### config.mk
export PLATFORM = sky130hd
export DESIGN_NAME = clcfg_top
export DESIGN_NICKNAME = d
export VERILOG_FILES = /design/src/clcfg_rate_lut.v /design/src/clcfg_top.v
export VERILOG_INCLUDE_DIRS = /design/src /design/src/include
export SDC_FILE = /design/constraint.sdc
export NUM_CORES = 1
export LEC_CHECK = 0
export BUFFER_PORTS_ARGS = -buffer_cell sky130_fd_sc_hd__clkbuf_2
export CAP_MARGIN = 20
export CORE_MARGIN = 3
export CORE_UTILIZATION = 40
export CTS_CLUSTER_DIAMETER = 50
export DETAILED_ROUTE_END_ITERATION = 6
export SLEW_MARGIN = 10
export SYNTH_ARGS = -nofsm -noshare
export SYNTH_HDL_FRONTEND = slang
export SYNTH_SLANG_ARGS = --single-unit
export TNS_END_PERCENT = 100
### constraint.sdc
create_clock -name mclk -period 2.6 [get_ports mclk]
set_input_delay 0.52 -clock mclk [delete_from_list [all_inputs] [get_ports mclk]]
set_output_delay 0.52 -clock mclk [all_outputs]
set_load 0.01 [all_outputs]
### src/include/clcfg_consts.vh
`ifndef CLCFG_CONSTS_VH
`define CLCFG_CONSTS_VH
// =====================================================
// register map
`define CLCFG_ADDR_W 8
`define CLCFG_OFF_CFG1 8'h88
`define CLCFG_OFF_STATUS 8'h90
`define CLCFG_RESET_VAL 32'h00000000
// =====================================================
// field positions
`define CLCFG_ACC_HI 29
`define CLCFG_ACC_LO 25
`define CLCFG_SRC_BIT 24
`define CLCFG_DEC_HI 23
`define CLCFG_DEC_LO 19
`define CLCFG_FREQ_HI 18
`define CLCFG_FREQ_LO 15
`define CLCFG_MOD_BIT 14
`define CLCFG_TSEL_HI 13
`define CLCFG_TSEL_LO 12
`define CLCFG_TDIV_HI 11
`define CLCFG_TDIV_LO 8
`define CLCFG_TPOL_BIT 7
`define CLCFG_BEMF_HI 6
`define CLCFG_BEMF_LO 4
`define CLCFG_SURGE_BIT 3
`define CLCFG_DTC_BIT 2
`define CLCFG_VLD_BIT 1
`define CLCFG_BRK_BIT 0
// =====================================================
// codes and limits
`define CLCFG_RATE_UNLIM 5'h1F
`define CLCFG_FREQ_MAX 4'hD
`define CLCFG_FREQ_BASE 8'h0A
`define CLCFG_FREQ_STEP 8'h05
`define CLCFG_TSEL_BAD 2'h3
`define CLCFG_BEMF_MAX 3'h5
`define CLCFG_STOP_RECIRC 3'h1
`define CLCFG_RESP_OKAY 2'h0
`define CLCFG_RESP_SLVERR 2'h2
`endif

### src/clcfg_rate_lut.v
`timescale 1ns/1ps
`include "clcfg_consts.vh"
// =====================================================
// rate code to rate in tenths of hz/s, zero means no limit
module clcfg_rate_lut (
  input wire [4:0] code,
  output reg [19:0] rate_x10,
  output wire unlimited
);
  assign unlimited = (code == `CLCFG_RATE_UNLIM);
  always @* begin
    case (code)
      5'h00: rate_x10 = 20'h00005;
      5'h01: rate_x10 = 20'h0000A;
      5'h02: rate_x10 = 20'h00019;
      5'h03: rate_x10 = 20'h00032;
      5'h04: rate_x10 = 20'h0004B;
      5'h05: rate_x10 = 20'h00064;
      5'h06: rate_x10 = 20'h000C8;
      5'h07: rate_x10 = 20'h00190;
      5'h08: rate_x10 = 20'h00258;
      5'h09: rate_x10 = 20'h00320;
      5'h0A: rate_x10 = 20'h003E8;
      5'h0B: rate_x10 = 20'h007D0;
      5'h0C: rate_x10 = 20'h00BB8;
      5'h0D: rate_x10 = 20'h00FA0;
      5'h0E: rate_x10 = 20'h01388;
      5'h0F: rate_x10 = 20'h01770;
      5'h10: rate_x10 = 20'h01B58;
      5'h11: rate_x10 = 20'h01F40;
      5'h12: rate_x10 = 20'h02328;
      5'h13: rate_x10 = 20'h02710;
      5'h14: rate_x10 = 20'h04E20;
      5'h15: rate_x10 = 20'h09C40;
      5'h16: rate_x10 = 20'h0EA60;
      5'h17: rate_x10 = 20'h13880;
      5'h18: rate_x10 = 20'h186A0;
      5'h19: rate_x10 = 20'h30D40;
      5'h1A: rate_x10 = 20'h493E0;
      5'h1B: rate_x10 = 20'h61A80;
      5'h1C: rate_x10 = 20'h7A120;
      5'h1D: rate_x10 = 20'h927C0;
      5'h1E: rate_x10 = 20'hAAE60;
      default: rate_x10 = 20'h00000;
    endcase
  end
endmodule // clcfg_rate_lut

### src/clcfg_top.v
// Decided for this implementation: the address map and the AXI4-Lite slave port.
`timescale 1ns/1ps
`include "clcfg_consts.vh"
// What this block does
// - decode deceleration rate code, 1Fh unlimited
// - decel field used only without surge, source zero
// - switching frequency 10 to 75 kHz, E/F reserved
// - bit 14 selects continuous or discontinuous modulation
// - tach output phase select, code 3 undefined
// - tach divider, codes 0 and 1 divide by one
// - tach stops below back-emf cutoff when bit set
// - back-emf cutoff 1 to 30 mV, 6/7 reserved
// - bit 3 enables surge protection
// - bit 2 enables dead-time compensation
// - bit 1 bypasses velocity loop
// - slow recirc stop: hi-z or low-side brake
// - bit 24 picks decel or accel field for decel
module clcfg_top (
  input wire mclk,
  input wire rst_n,
  input wire [7:0] s_axi_awaddr,
  input wire s_axi_awvalid,
  output wire s_axi_awready,
  input wire [31:0] s_axi_wdata,
  input wire [3:0] s_axi_wstrb,
  input wire s_axi_wvalid,
  output wire s_axi_wready,
  output reg [1:0] s_axi_bresp,
  output reg s_axi_bvalid,
  input wire s_axi_bready,
  input wire [7:0] s_axi_araddr,
  input wire s_axi_arvalid,
  output wire s_axi_arready,
  output reg [31:0] s_axi_rdata,
  output reg [1:0] s_axi_rresp,
  output reg s_axi_rvalid,
  input wire s_axi_rready,
  input wire [2:0] stop_mode,
  input wire slow_phase,
  input wire closed_loop_phase,
  input wire first_attempt,
  input wire motor_driven,
  input wire backemf_low,
  output reg [19:0] decel_rate_x10,
  output reg decel_unlimited,
  output reg [7:0] output_switching_freq_khz,
  output reg freq_reserved,
  output reg discontinuous_svm,
  output reg tach_enable,
  output reg [3:0] tach_divide_by,
  output reg [5:0] tach_backemf_cutoff_mv,
  output reg cutoff_reserved,
  output reg surge_protect_enable,
  output reg deadtime_comp_enable,
  output reg velocity_loop_run,
  output reg outputs_hiz,
  output reg low_side_brake
);
  // =====================================================
  // storage
  reg [31:0] cfg_q;
  reg [31:0] cfg_d;
  reg aw_hold_q;
  reg w_hold_q;
  reg [7:0] awaddr_q;
  reg [31:0] wdata_q;
  reg [3:0] wstrb_q;
  wire [31:0] status_w;
  wire tach_pol;
  wire do_write;
  wire [4:0] sel_code;
  wire [19:0] lut_rate;
  wire lut_unlim;
  wire [7:0] wa;
  wire [31:0] wd;
  wire [3:0] ws;

  function [31:0] strb_merge;
    input [31:0] old;
    input [31:0] neu;
    input [3:0] strb;
    integer i;
    begin
      strb_merge = old;
      for (i = 0; i < 4; i = i + 1) begin
        if (strb[i]) begin
          strb_merge[i*8 +: 8] = neu[i*8 +: 8];
        end
      end
    end
  endfunction

  function mapped;
    input [7:0] a;
    begin
      mapped = (a == `CLCFG_OFF_CFG1) || (a == `CLCFG_OFF_STATUS);
    end
  endfunction

  // back-emf cutoff gates the tach only when the policy bit asks for it
  function tach_gate;
    input run;
    input policy;
    input low;
    begin
      tach_gate = run && (!policy || !low);
    end
  endfunction

  function [5:0] cutoff_mv;
    input [2:0] code;
    begin
      case (code)
        3'h0: cutoff_mv = 6'h01;
        3'h1: cutoff_mv = 6'h02;
        3'h2: cutoff_mv = 6'h05;
        3'h3: cutoff_mv = 6'h0A;
        3'h4: cutoff_mv = 6'h14;
        3'h5: cutoff_mv = 6'h1E;
        default: cutoff_mv = 6'h00;
      endcase
    end
  endfunction

  // =====================================================
  // axi4-lite write: address and data taken in either order
  assign s_axi_awready = !aw_hold_q && !s_axi_bvalid;
  assign s_axi_wready = !w_hold_q && !s_axi_bvalid;
  assign wa = aw_hold_q ? awaddr_q : s_axi_awaddr;
  assign wd = w_hold_q ? wdata_q : s_axi_wdata;
  assign ws = w_hold_q ? wstrb_q : s_axi_wstrb;
  assign do_write = (aw_hold_q || (s_axi_awvalid && s_axi_awready)) &&
                    (w_hold_q || (s_axi_wvalid && s_axi_wready));

  always @* begin
    cfg_d = cfg_q;
    if (do_write && wa == `CLCFG_OFF_CFG1) begin
      cfg_d = strb_merge(cfg_q, wd, ws);
    end
  end

  always @(posedge mclk) begin
    if (!rst_n) begin
      cfg_q <= `CLCFG_RESET_VAL;
      aw_hold_q <= 1'b0;
      w_hold_q <= 1'b0;
      awaddr_q <= 8'h00;
      wdata_q <= 32'h00000000;
      wstrb_q <= 4'h0;
      s_axi_bvalid <= 1'b0;
      s_axi_bresp <= `CLCFG_RESP_OKAY;
    end else begin
      cfg_q <= cfg_d;
      if (do_write) begin
        aw_hold_q <= 1'b0;
        w_hold_q <= 1'b0;
        s_axi_bvalid <= 1'b1;
        s_axi_bresp <= (wa == `CLCFG_OFF_CFG1) ? `CLCFG_RESP_OKAY :
                       `CLCFG_RESP_SLVERR;
      end else begin
        if (s_axi_awvalid && s_axi_awready) begin
          aw_hold_q <= 1'b1;
          awaddr_q <= s_axi_awaddr;
        end
        if (s_axi_wvalid && s_axi_wready) begin
          w_hold_q <= 1'b1;
          wdata_q <= s_axi_wdata;
          wstrb_q <= s_axi_wstrb;
        end
        if (s_axi_bvalid && s_axi_bready) begin
          s_axi_bvalid <= 1'b0;
        end
      end
    end
  end

  // =====================================================
  // axi4-lite read: one cycle after address
  // status is read-only so software can see what the core acts on
  assign s_axi_arready = !s_axi_rvalid;
  assign status_w = {24'h000000, 2'h0, outputs_hiz, low_side_brake,
                     tach_enable, freq_reserved, cutoff_reserved,
                     decel_unlimited};

  always @(posedge mclk) begin
    if (!rst_n) begin
      s_axi_rvalid <= 1'b0;
      s_axi_rdata <= 32'h00000000;
      s_axi_rresp <= `CLCFG_RESP_OKAY;
    end else if (s_axi_arvalid && s_axi_arready) begin
      s_axi_rvalid <= 1'b1;
      s_axi_rresp <= mapped(s_axi_araddr) ? `CLCFG_RESP_OKAY :
                     `CLCFG_RESP_SLVERR;
      if (s_axi_araddr == `CLCFG_OFF_CFG1) begin
        s_axi_rdata <= cfg_q;
      end else if (s_axi_araddr == `CLCFG_OFF_STATUS) begin
        s_axi_rdata <= status_w;
      end else begin
        s_axi_rdata <= 32'h00000000;
      end
    end else if (s_axi_rvalid && s_axi_rready) begin
      s_axi_rvalid <= 1'b0;
    end
  end

  // =====================================================
  // rate decode: source bit picks which 5-bit field feeds the table
  assign sel_code = cfg_q[`CLCFG_SRC_BIT] ?
                    cfg_q[`CLCFG_ACC_HI:`CLCFG_ACC_LO] :
                    cfg_q[`CLCFG_DEC_HI:`CLCFG_DEC_LO];

  clcfg_rate_lut u_lut (
    .code(sel_code),
    .rate_x10(lut_rate),
    .unlimited(lut_unlim)
  );

  // =====================================================
  // decoded outputs, registered one cycle behind the store
  always @(posedge mclk) begin
    if (!rst_n) begin
      decel_rate_x10 <= 20'h00000;
      decel_unlimited <= 1'b0;
    end else begin
      // surge protection owns the decel profile when enabled with the source bit zero
      if (cfg_q[`CLCFG_SURGE_BIT] && !cfg_q[`CLCFG_SRC_BIT]) begin
        decel_rate_x10 <= 20'h00000;
        decel_unlimited <= 1'b0;
      end else begin
        decel_rate_x10 <= lut_rate;
        decel_unlimited <= lut_unlim;
      end
    end
  end

  // =====================================================
  // switching frequency and modulation
  always @(posedge mclk) begin
    if (!rst_n) begin
      output_switching_freq_khz <= 8'h00;
      freq_reserved <= 1'b0;
      discontinuous_svm <= 1'b0;
    end else begin
      if (cfg_q[`CLCFG_FREQ_HI:`CLCFG_FREQ_LO] > `CLCFG_FREQ_MAX) begin
        output_switching_freq_khz <= 8'h00;
        freq_reserved <= 1'b1;
      end else begin
        output_switching_freq_khz <= `CLCFG_FREQ_BASE + `CLCFG_FREQ_STEP *
          {4'h0, cfg_q[`CLCFG_FREQ_HI:`CLCFG_FREQ_LO]};
        freq_reserved <= 1'b0;
      end
      discontinuous_svm <= cfg_q[`CLCFG_MOD_BIT];
    end
  end

  // =====================================================
  // tachometer output
  assign tach_pol = cfg_q[`CLCFG_TPOL_BIT];
  always @(posedge mclk) begin
    if (!rst_n) begin
      tach_enable <= 1'b0;
      tach_divide_by <= 4'h0;
      tach_backemf_cutoff_mv <= 6'h00;
      cutoff_reserved <= 1'b0;
    end else begin
      case (cfg_q[`CLCFG_TSEL_HI:`CLCFG_TSEL_LO])
        2'h0: tach_enable <= tach_gate(motor_driven, tach_pol, backemf_low);
        2'h1: tach_enable <= closed_loop_phase &&
          tach_gate(motor_driven, tach_pol, backemf_low);
        2'h2: tach_enable <= !closed_loop_phase && first_attempt &&
          tach_gate(motor_driven, tach_pol, backemf_low);
        default: tach_enable <= 1'b0;
      endcase
      // divide-by-zero is meaningless, so code 0 aliases code 1
      tach_divide_by <= (cfg_q[`CLCFG_TDIV_HI:`CLCFG_TDIV_LO] == 4'h0) ?
        4'h1 : cfg_q[`CLCFG_TDIV_HI:`CLCFG_TDIV_LO];
      tach_backemf_cutoff_mv <=
        cutoff_mv(cfg_q[`CLCFG_BEMF_HI:`CLCFG_BEMF_LO]);
      cutoff_reserved <= cfg_q[`CLCFG_BEMF_HI:`CLCFG_BEMF_LO] >
                         `CLCFG_BEMF_MAX;
    end
  end

  // =====================================================
  // loop options and slow-speed stop
  always @(posedge mclk) begin
    if (!rst_n) begin
      surge_protect_enable <= 1'b0;
      deadtime_comp_enable <= 1'b0;
      velocity_loop_run <= 1'b0;
      outputs_hiz <= 1'b0;
      low_side_brake <= 1'b0;
    end else begin
      surge_protect_enable <= cfg_q[`CLCFG_SURGE_BIT];
      deadtime_comp_enable <= cfg_q[`CLCFG_DTC_BIT];
      velocity_loop_run <= !cfg_q[`CLCFG_VLD_BIT];
      if (stop_mode == `CLCFG_STOP_RECIRC && slow_phase) begin
        outputs_hiz <= !cfg_q[`CLCFG_BRK_BIT];
        low_side_brake <= cfg_q[`CLCFG_BRK_BIT];
      end else begin
        outputs_hiz <= 1'b0;
        low_side_brake <= 1'b0;
      end
    end
  end
endmodule // clcfg_top

==> impl_results.md, run 1 <==
- Final Core Density: 0.503
- Clock share of power: 0.455
- Yosys warnings: 0
- R2R Setup Slk: roughly 0.51 ns
- Psw: 0.00125 W
- WL final: roughly 18000 um
- Max-cap viol count: 0
- Remaining routing DRC violations: 0
- Post-Synthesis Cells: around 780
- Diode count: 0
- Critical path class: register to primary output
- Crit Reg-Reg Endpoint: cfg_q[21]$_SDFFE_PN0P_
- Main synth FF type: dfxtp_1
- Resized Gates After CTS: 0
- Commonest non-fill, non-tap cell in the layout: nand2_1
- Max stage delay on crit path: about 0.48 ns
- Critical path startpoint: w_hold_q$_SDFFE_PP0P_
- Largest net degree at the start of global routing: 92
- Mean Syn Cell Area: just under 9 um2
- Cts bufs inserted: 17
- Worst R2R Start: aw_hold_q$_SDFFE_PP0P_
- Int Pwr: about 0.0043 W
- Max Clk Rate: 466 MHz
- Comb power frac: 0.083
- Pwr per Cell Area: between 600 and 700 mW/mm2
- Initial antenna violation count: 1
- Wire length of the first global-routing pass: between 20000 and 30000 um
- Post-synthesis sequential area ratio: 0.465
- #FFs+latches synth: between 150 and 200
- Critical path data required time: between 2 and 2.5 ns
- Max-slew violation count: 0
- Design Area, Final: 0.00840 mm2
- CTS tree: done
- Final min period: around 2.1 ns
- Worst slew pin tran: roughly 0.93 ns
- CP delay by family, top: buffers and inverters
- VDD IR max: around 0.47 mV
- Crit path capture: s_axi_wready
- 1st-iter DRT viols: ~380
- Area Growth Syn to Fin: 22.0%
- IO Pins: between 150 and 200
- Vias in the first global route: 5427
- WL/cell: approximately 15 um
- GRT Total Usage: 0.190
- Synth cell types: 57
- Critical Path End Type: primary output
- Setup bufs post-CTS: 0
- Hold_buf cts: 0
- Drt pass-1 iters: 4
- Vias: around 5.8k
- Reg clk slew, reported paths: approximately 0.060 ns
- Post-synth ARST share: 0
- Commonest non-fill, non-tap cells in the layout: nand2_1, dfxtp_1, clkbuf_2
- Final #Nets: 999
- Root Driver: clkbuf_16
- Worst Hold Class: input pin to register
- Std cell rows: 47
- Critical Path Stages: 3
- Cells on worst reg2reg path: 4
- Mapped cell area: approximately 0.007 mm2
- Vias per cell: approximately 5.0
- Max-slew headroom: 0.375
- Global placer's final weighted congestion: about 0.8
- Worst EP arrival: ~1.6 ns
- Die height: 137 um
- WP buf/inv: 2
- Die Wd: 137 um
- CP Max Fanout: 30
- Remaining global-route overflow: 0
- Port Buffers: about 150
- Crit start category: register
- Post-Place Cell Area: 0.00781 mm2
- # clock sinks: 160
- Total negative setup slack: 0 ns
- Final period utilization: 0.825
- Setup Viol. Count Final: 0
- Slowest CP cell: dfxtp_2
- Critical path, cell by cell: buf_4 > nor2_1 > clkbuf_2
- H-tree levels: 4
- Number of enable flip-flop cells after synthesis: 0
- Final Hold Viols: 0
- Starting density of the core: 0.412
- Die area: roughly 0.019 mm2
- RSZ-0062 raised after global routing: false
- Clk_skew: 0.0105 ns
- Sequential power share: 0.462
- Share of post-route cells with drive strength above 1: 0.258
- Antenna viol nets, final: 0
- Core box area: 0.0167 mm2
- CTS max path bufs: 2
- Lkg Pwr: roughly 3.7 nW
- Status: complete, no violations
- Switch share: 0.226
- Post-DP HPWL: approximately 12000 um
- Clk Latency, worst-skew pair: around 0.42 ns
state kept, by name (all words and copies together) (netlist names), 4 cells and up:
name and cells:
decel_rate_x10 20, output_switching_freq_khz 7, cfg_q 32, wdata_q 32, wstrb_q 4, tach_divide_by 4
tach_backemf_cutoff_mv 5, awaddr_q 8, s_axi_rdata 32
kinds of logic after synthesis:
logic type / after synthesis / share of synthesized area
compound gates: 143 / 0.124
xor+xnor: 5 / 0.00636
fa+ha+maj: 19 / 0.0356
buf+inv: 75 / 0.0474
flops: 160 / 0.465
mux: 80 / 0.124
other cells: 1 / 0.000545
simple gates: 299 / 0.197
worst reg2reg max path: stages, from the launching register on:
cell and delay, ns:
dfxtp_1 0.52, inv_1 0.13, a22o_1 0.29, or4_1 0.80
mux2i_1 0.20
Yosys cell counts, drive strengths merged, types with 9 or more instances:
library cell / n / area [um2]
mux2: 31 / 357
a221oi: 9 / 85.1
buf: 21 / 124
o21ai: 16 / 80.1
ha: 18 / 225
nand3: 34 / 170
nor3: 14 / 70.1
nand2: 160 / 601
dfxtp: 160 / 3200
mux2i: 49 / 494
a21oi: 82 / 410
nor2: 46 / 173
clkbuf: 40 / 150
inv: 14 / 52.6
routing by layer:
layer  vias to the layer above  track usage  part of all wire
met4                         2       0.0560             0.013
met1                      2661        0.271              0.50
met2                       143        0.283              0.43
met5                         -            0           0.00074
li1                       2938            -                 -
met3                        18       0.0478             0.056
stage by stage:
stage               hold WS, ns  cells  worst slack [ns]  power (W)
finish                    0.304   1143             0.456    0.00552
global route              0.289   1143             0.361    0.00572
CTS                       0.281   1143             0.425    0.00558
detailed placement        0.443   1114             0.402    0.00307
global placement          0.438   1114             0.424    0.00307
floorplan                 0.413    785             0.349    0.00290
layout make-up:
cell class | instances | area [um2]
multi-input combinational | 550 | 3370
clock buffer | 23 | 478
clock inverter | 6 | 108
fill | 1648 | 8300
sequential | 160 | 3200
tap | 220 | 275
inverter | 14 | 52.6
timing repair buffer | 170 | 911
power groups by stage:
stage	Clock (W)	Sequential, W	Combinational, W
6_report	0.00251	0.00255	0.000459
5_1_grt	0.00265	0.00256	0.000510
4_1_cts	0.00256	0.00255	0.000463
3_5_place_dp	0	0.00261	0.000462
3_3_place_gp	0	0.00261	0.000460
2_1_floorplan	0	0.00260	0.000305
worst min-delay path by stage:
stage | to | startpoint | cells after the start | slack (ns)
global route | tach_enable$_SDFF_PN0_ | backemf_low | 2 | 0.29
floorplan | velocity_loop_run$_SDFF_PN0_ | cfg_q[1]$_SDFFE_PN0P_ | 1 | 0.41
CTS | tach_enable$_SDFF_PN0_ | backemf_low | 2 | 0.28
detailed placement | wdata_q[0]$_SDFFE_PN0P_ | wdata_q[0]$_SDFFE_PN0P_ | 2 | 0.44
finish | tach_enable$_SDFF_PN0_ | backemf_low | 2 | 0.30
global placement | wdata_q[19]$_SDFFE_PN0P_ | wdata_q[19]$_SDFFE_PN0P_ | 2 | 0.44
Note: power is estimated with default switching activity, not from simulation.
==> inputs of run 2 (changes only) <==
Clock period 2.6 ns to 2.1 ns, I/O delays scaled along.
==> run 2 against run 1 <==
Net effect:
- combinational power grew 30%
- largest cell class unchanged
- largest power group is now the clock network
- via count increased by 0.89%
- flip-flop and latch count unchanged
- worst hold slack got worse by 0.097 ns
- register-to-register slack worse by 0.36 ns
- power is 26% higher
- count of clock-buffer cells in the layout is 4 lower
- core utilization increased by 1.2 points
==> impl_results.md, run 2 (same netlist as run 1, synthesis figures left out) <==
- Pwr per Cell Area: 812 mW/mm2 (was 658 mW/mm2)
- Filler instances: 1640 (was 1648)
- Max Clk Rate: approximately 510 MHz
- Final min period: 1.95 ns
- VDD IR max: 0.579 mV (was 0.474 mV)
- Starting density of the core: 0.412 (unchanged)
- Final Hold Viols: 0 (unchanged)
- Post-DP HPWL: 12600 um (was 12300 um)
- Critical path data required time: 2.41 ns (was 2.08 ns)
- Core box area: 0.0167 mm2 (unchanged)
- Worst Hold Class: input pin to register (unchanged)
- Resized Gates After CTS: 0 (unchanged)
- Setup Viol. Count Final: 0 (unchanged)
- Critical Path End Type: register (was primary output)
- Hold endpoint: tach_enable$_SDFF_PN0_ (unchanged)
- Antenna viol nets, final: 0 (unchanged)
- Final period utilization: 0.929
- Total negative setup slack: 0 ns (unchanged)
- Cells on worst reg2reg path: 5 (was 4)
- Fin Hold WS: 0.207 ns (was 0.304 ns)
- Max-slew headroom: 0.597 (was 0.375)
- Share of post-route cells with drive strength above 1: 0.279 (was 0.258)
- Inst Count DP: 1134 (was 1114)
- WL/cell: 15.1 um (was 15.5 um)
- Worst R2R Start: awaddr_q[0]$_SDFFE_PN0P_ (was aw_hold_q$_SDFFE_PP0P_)
- Cts bufs inserted: 17 (unchanged)
- Commonest non-fill, non-tap cell in the layout: nand2_1 (unchanged)
- Port Buffers: 151 (unchanged)
- Hold path depth: 2 (unchanged)
- Vias per cell: 4.99 (was 5.04)
- Crit start category: register (unchanged)
- Diode count: 0 (unchanged)
- Critical path class: register to register (was register to primary output)
- Std cell rows: 47 (unchanged)
- Max-cap viol count: 0 (unchanged)
- Drt pass-1 iters: 4 (unchanged)
- Commonest non-fill, non-tap cells in the layout: nand2_1, dfxtp_1, clkbuf_2 (unchanged)
- Worst slew pin tran: 0.602 ns (was 0.933 ns)
- Remaining global-route overflow: 0 (unchanged)
- Vias in the first global route: 5378 (was 5427)
- Wire length of the first global-routing pass: 28100 um (about the same)
- # clock sinks: 160 (unchanged)
- Setup bufs post-CTS: 0 (unchanged)
- Area Growth Syn to Fin: 24.9% (was 22.0%)
- R2R Setup Slk: 0.15 ns (was 0.51 ns)
- Die area: 0.0188 mm2 (unchanged)
- Largest regs: cfg_q (32), s_axi_rdata (32), wdata_q (32) (unchanged)
- Global placer's final weighted congestion: 0.849 (was 0.798)
- Crit Reg-Reg Endpoint: cfg_q[4]$_SDFFE_PN0P_ (was cfg_q[21]$_SDFFE_PN0P_)
- WL final: 17700 um (about the same)
- Initial antenna violation count: 0 (was 1)
- Final #Nets: 1019 (was 999)
- Hold_buf cts: 0 (unchanged)
- Lkg Pwr: 3.78 nW (was 3.66 nW)
- Status: complete, no violations (unchanged)
- IO Pins: 156 (unchanged)
- Largest net degree at the start of global routing: 92 (unchanged)
- Root Driver: clkbuf_16 (unchanged)
- Max-slew violation count: 0 (unchanged)
- Remaining routing DRC violations: 0 (unchanged)
- Fin cells: 1166 (was 1143)
- Die height: 137 um (unchanged)
- Hold_sp: backemf_low (unchanged)
- Die Wd: 137 um (unchanged)
- Clk Latency, worst-skew pair: 0.42 ns (about the same)
- CP Max Fanout: 6 (was 30)
- Clk_skew: 0.00702 ns (was 0.0105 ns)
- CTS max path bufs: 2 (unchanged)
- CTS tree: done (unchanged)
- Vias: 5813 (was 5762)
- RSZ-0062 raised after global routing: false (unchanged)
- 1st-iter DRT viols: 287 (was 376)
- H-tree levels: 4 (unchanged)
- GRT Total Usage: 0.189 (was 0.190)
- Reg clk slew, reported paths: 0.06 ns (about the same)
- Worst EP arrival: 2.26 ns (was 1.62 ns)
run 2: worst max-delay path by stage:
stage               cells past startpoint                      endpoint  slack [ns]                startpoint
detailed placement                      6         cfg_q[4]$_SDFFE_PN0P_        0.05           s_axi_awaddr[4]
floorplan                               7  decel_rate_x10[7]$_SDFF_PP0_        0.05    cfg_q[24]$_SDFFE_PN0P_
finish                                  5         cfg_q[4]$_SDFFE_PN0P_        0.15  awaddr_q[0]$_SDFFE_PN0P_
global route                            6  decel_rate_x10[7]$_SDFF_PP0_        0.02    cfg_q[24]$_SDFFE_PN0P_
CTS                                     5         cfg_q[4]$_SDFFE_PN0P_        0.05    aw_hold_q$_SDFFE_PP0P_
global placement                        6         cfg_q[4]$_SDFFE_PN0P_        0.06           s_axi_awaddr[4]
run 2: metrics by stage:
stage / utilization / worst slack (ns) / power [W] / instance area (um2)
after floorplan: - / 0.0485 / 0.00360 / 6900
after global placement: 0.478 / 0.0612 / 0.00381 / 7980
after detailed placement: 0.478 / 0.0495 / 0.00382 / 7980
after CTS: 0.515 / 0.0473 / 0.00706 / 8600
after global routing: 0.515 / 0.0183 / 0.00727 / 8600
final: 0.515 / 0.149 / 0.00698 / 8600
run 2: final cells by class:
class,instances,area (um2),share of cell area
Multi-Input combinational cell,550,3370,0.392
Sequential cell,160,3210,0.373
Timing Repair Buffer,190,1070,0.125
Clock buffer,19,433,0.0503
Tap cell,220,275,0.0320
Clock inverter,13,186,0.0217
Inverter,14,52.6,0.00611
run 2: layer usage:
layer | part of all wire | wire (um) | GRT usage | vias to the layer above
li1 | - | - | - | 2987
met1 | 0.50 | 8810 | 0.277 | 2656
met2 | 0.43 | 7520 | 0.272 | 156
met3 | 0.064 | 1130 | 0.0500 | 14
met4 | 0.011 | 195 | 0.0543 | 0
met5 | 0 | 0 | 0 | -
run 2: power breakdown:
part / leakage [nW] / internal [W] / switching [W] / total, W
combinational: 2.18 / 0.000255 / 0.000342 / 0.000597
clock: 0.302 / 0.00200 / 0.00124 / 0.00323
sequential: 1.30 / 0.00311 / 0.0000408 / 0.00315
total: 3.78 / 0.00536 / 0.00162 / 0.00698
run 2: worst max-delay path, cell delays in order (launching register included):
cell and delay [ns]:
dfxtp_1 0.32, nor4b_2 0.32, a22oi_1 0.19, or4_1 0.65
buf_4 0.23, mux2i_1 0.12
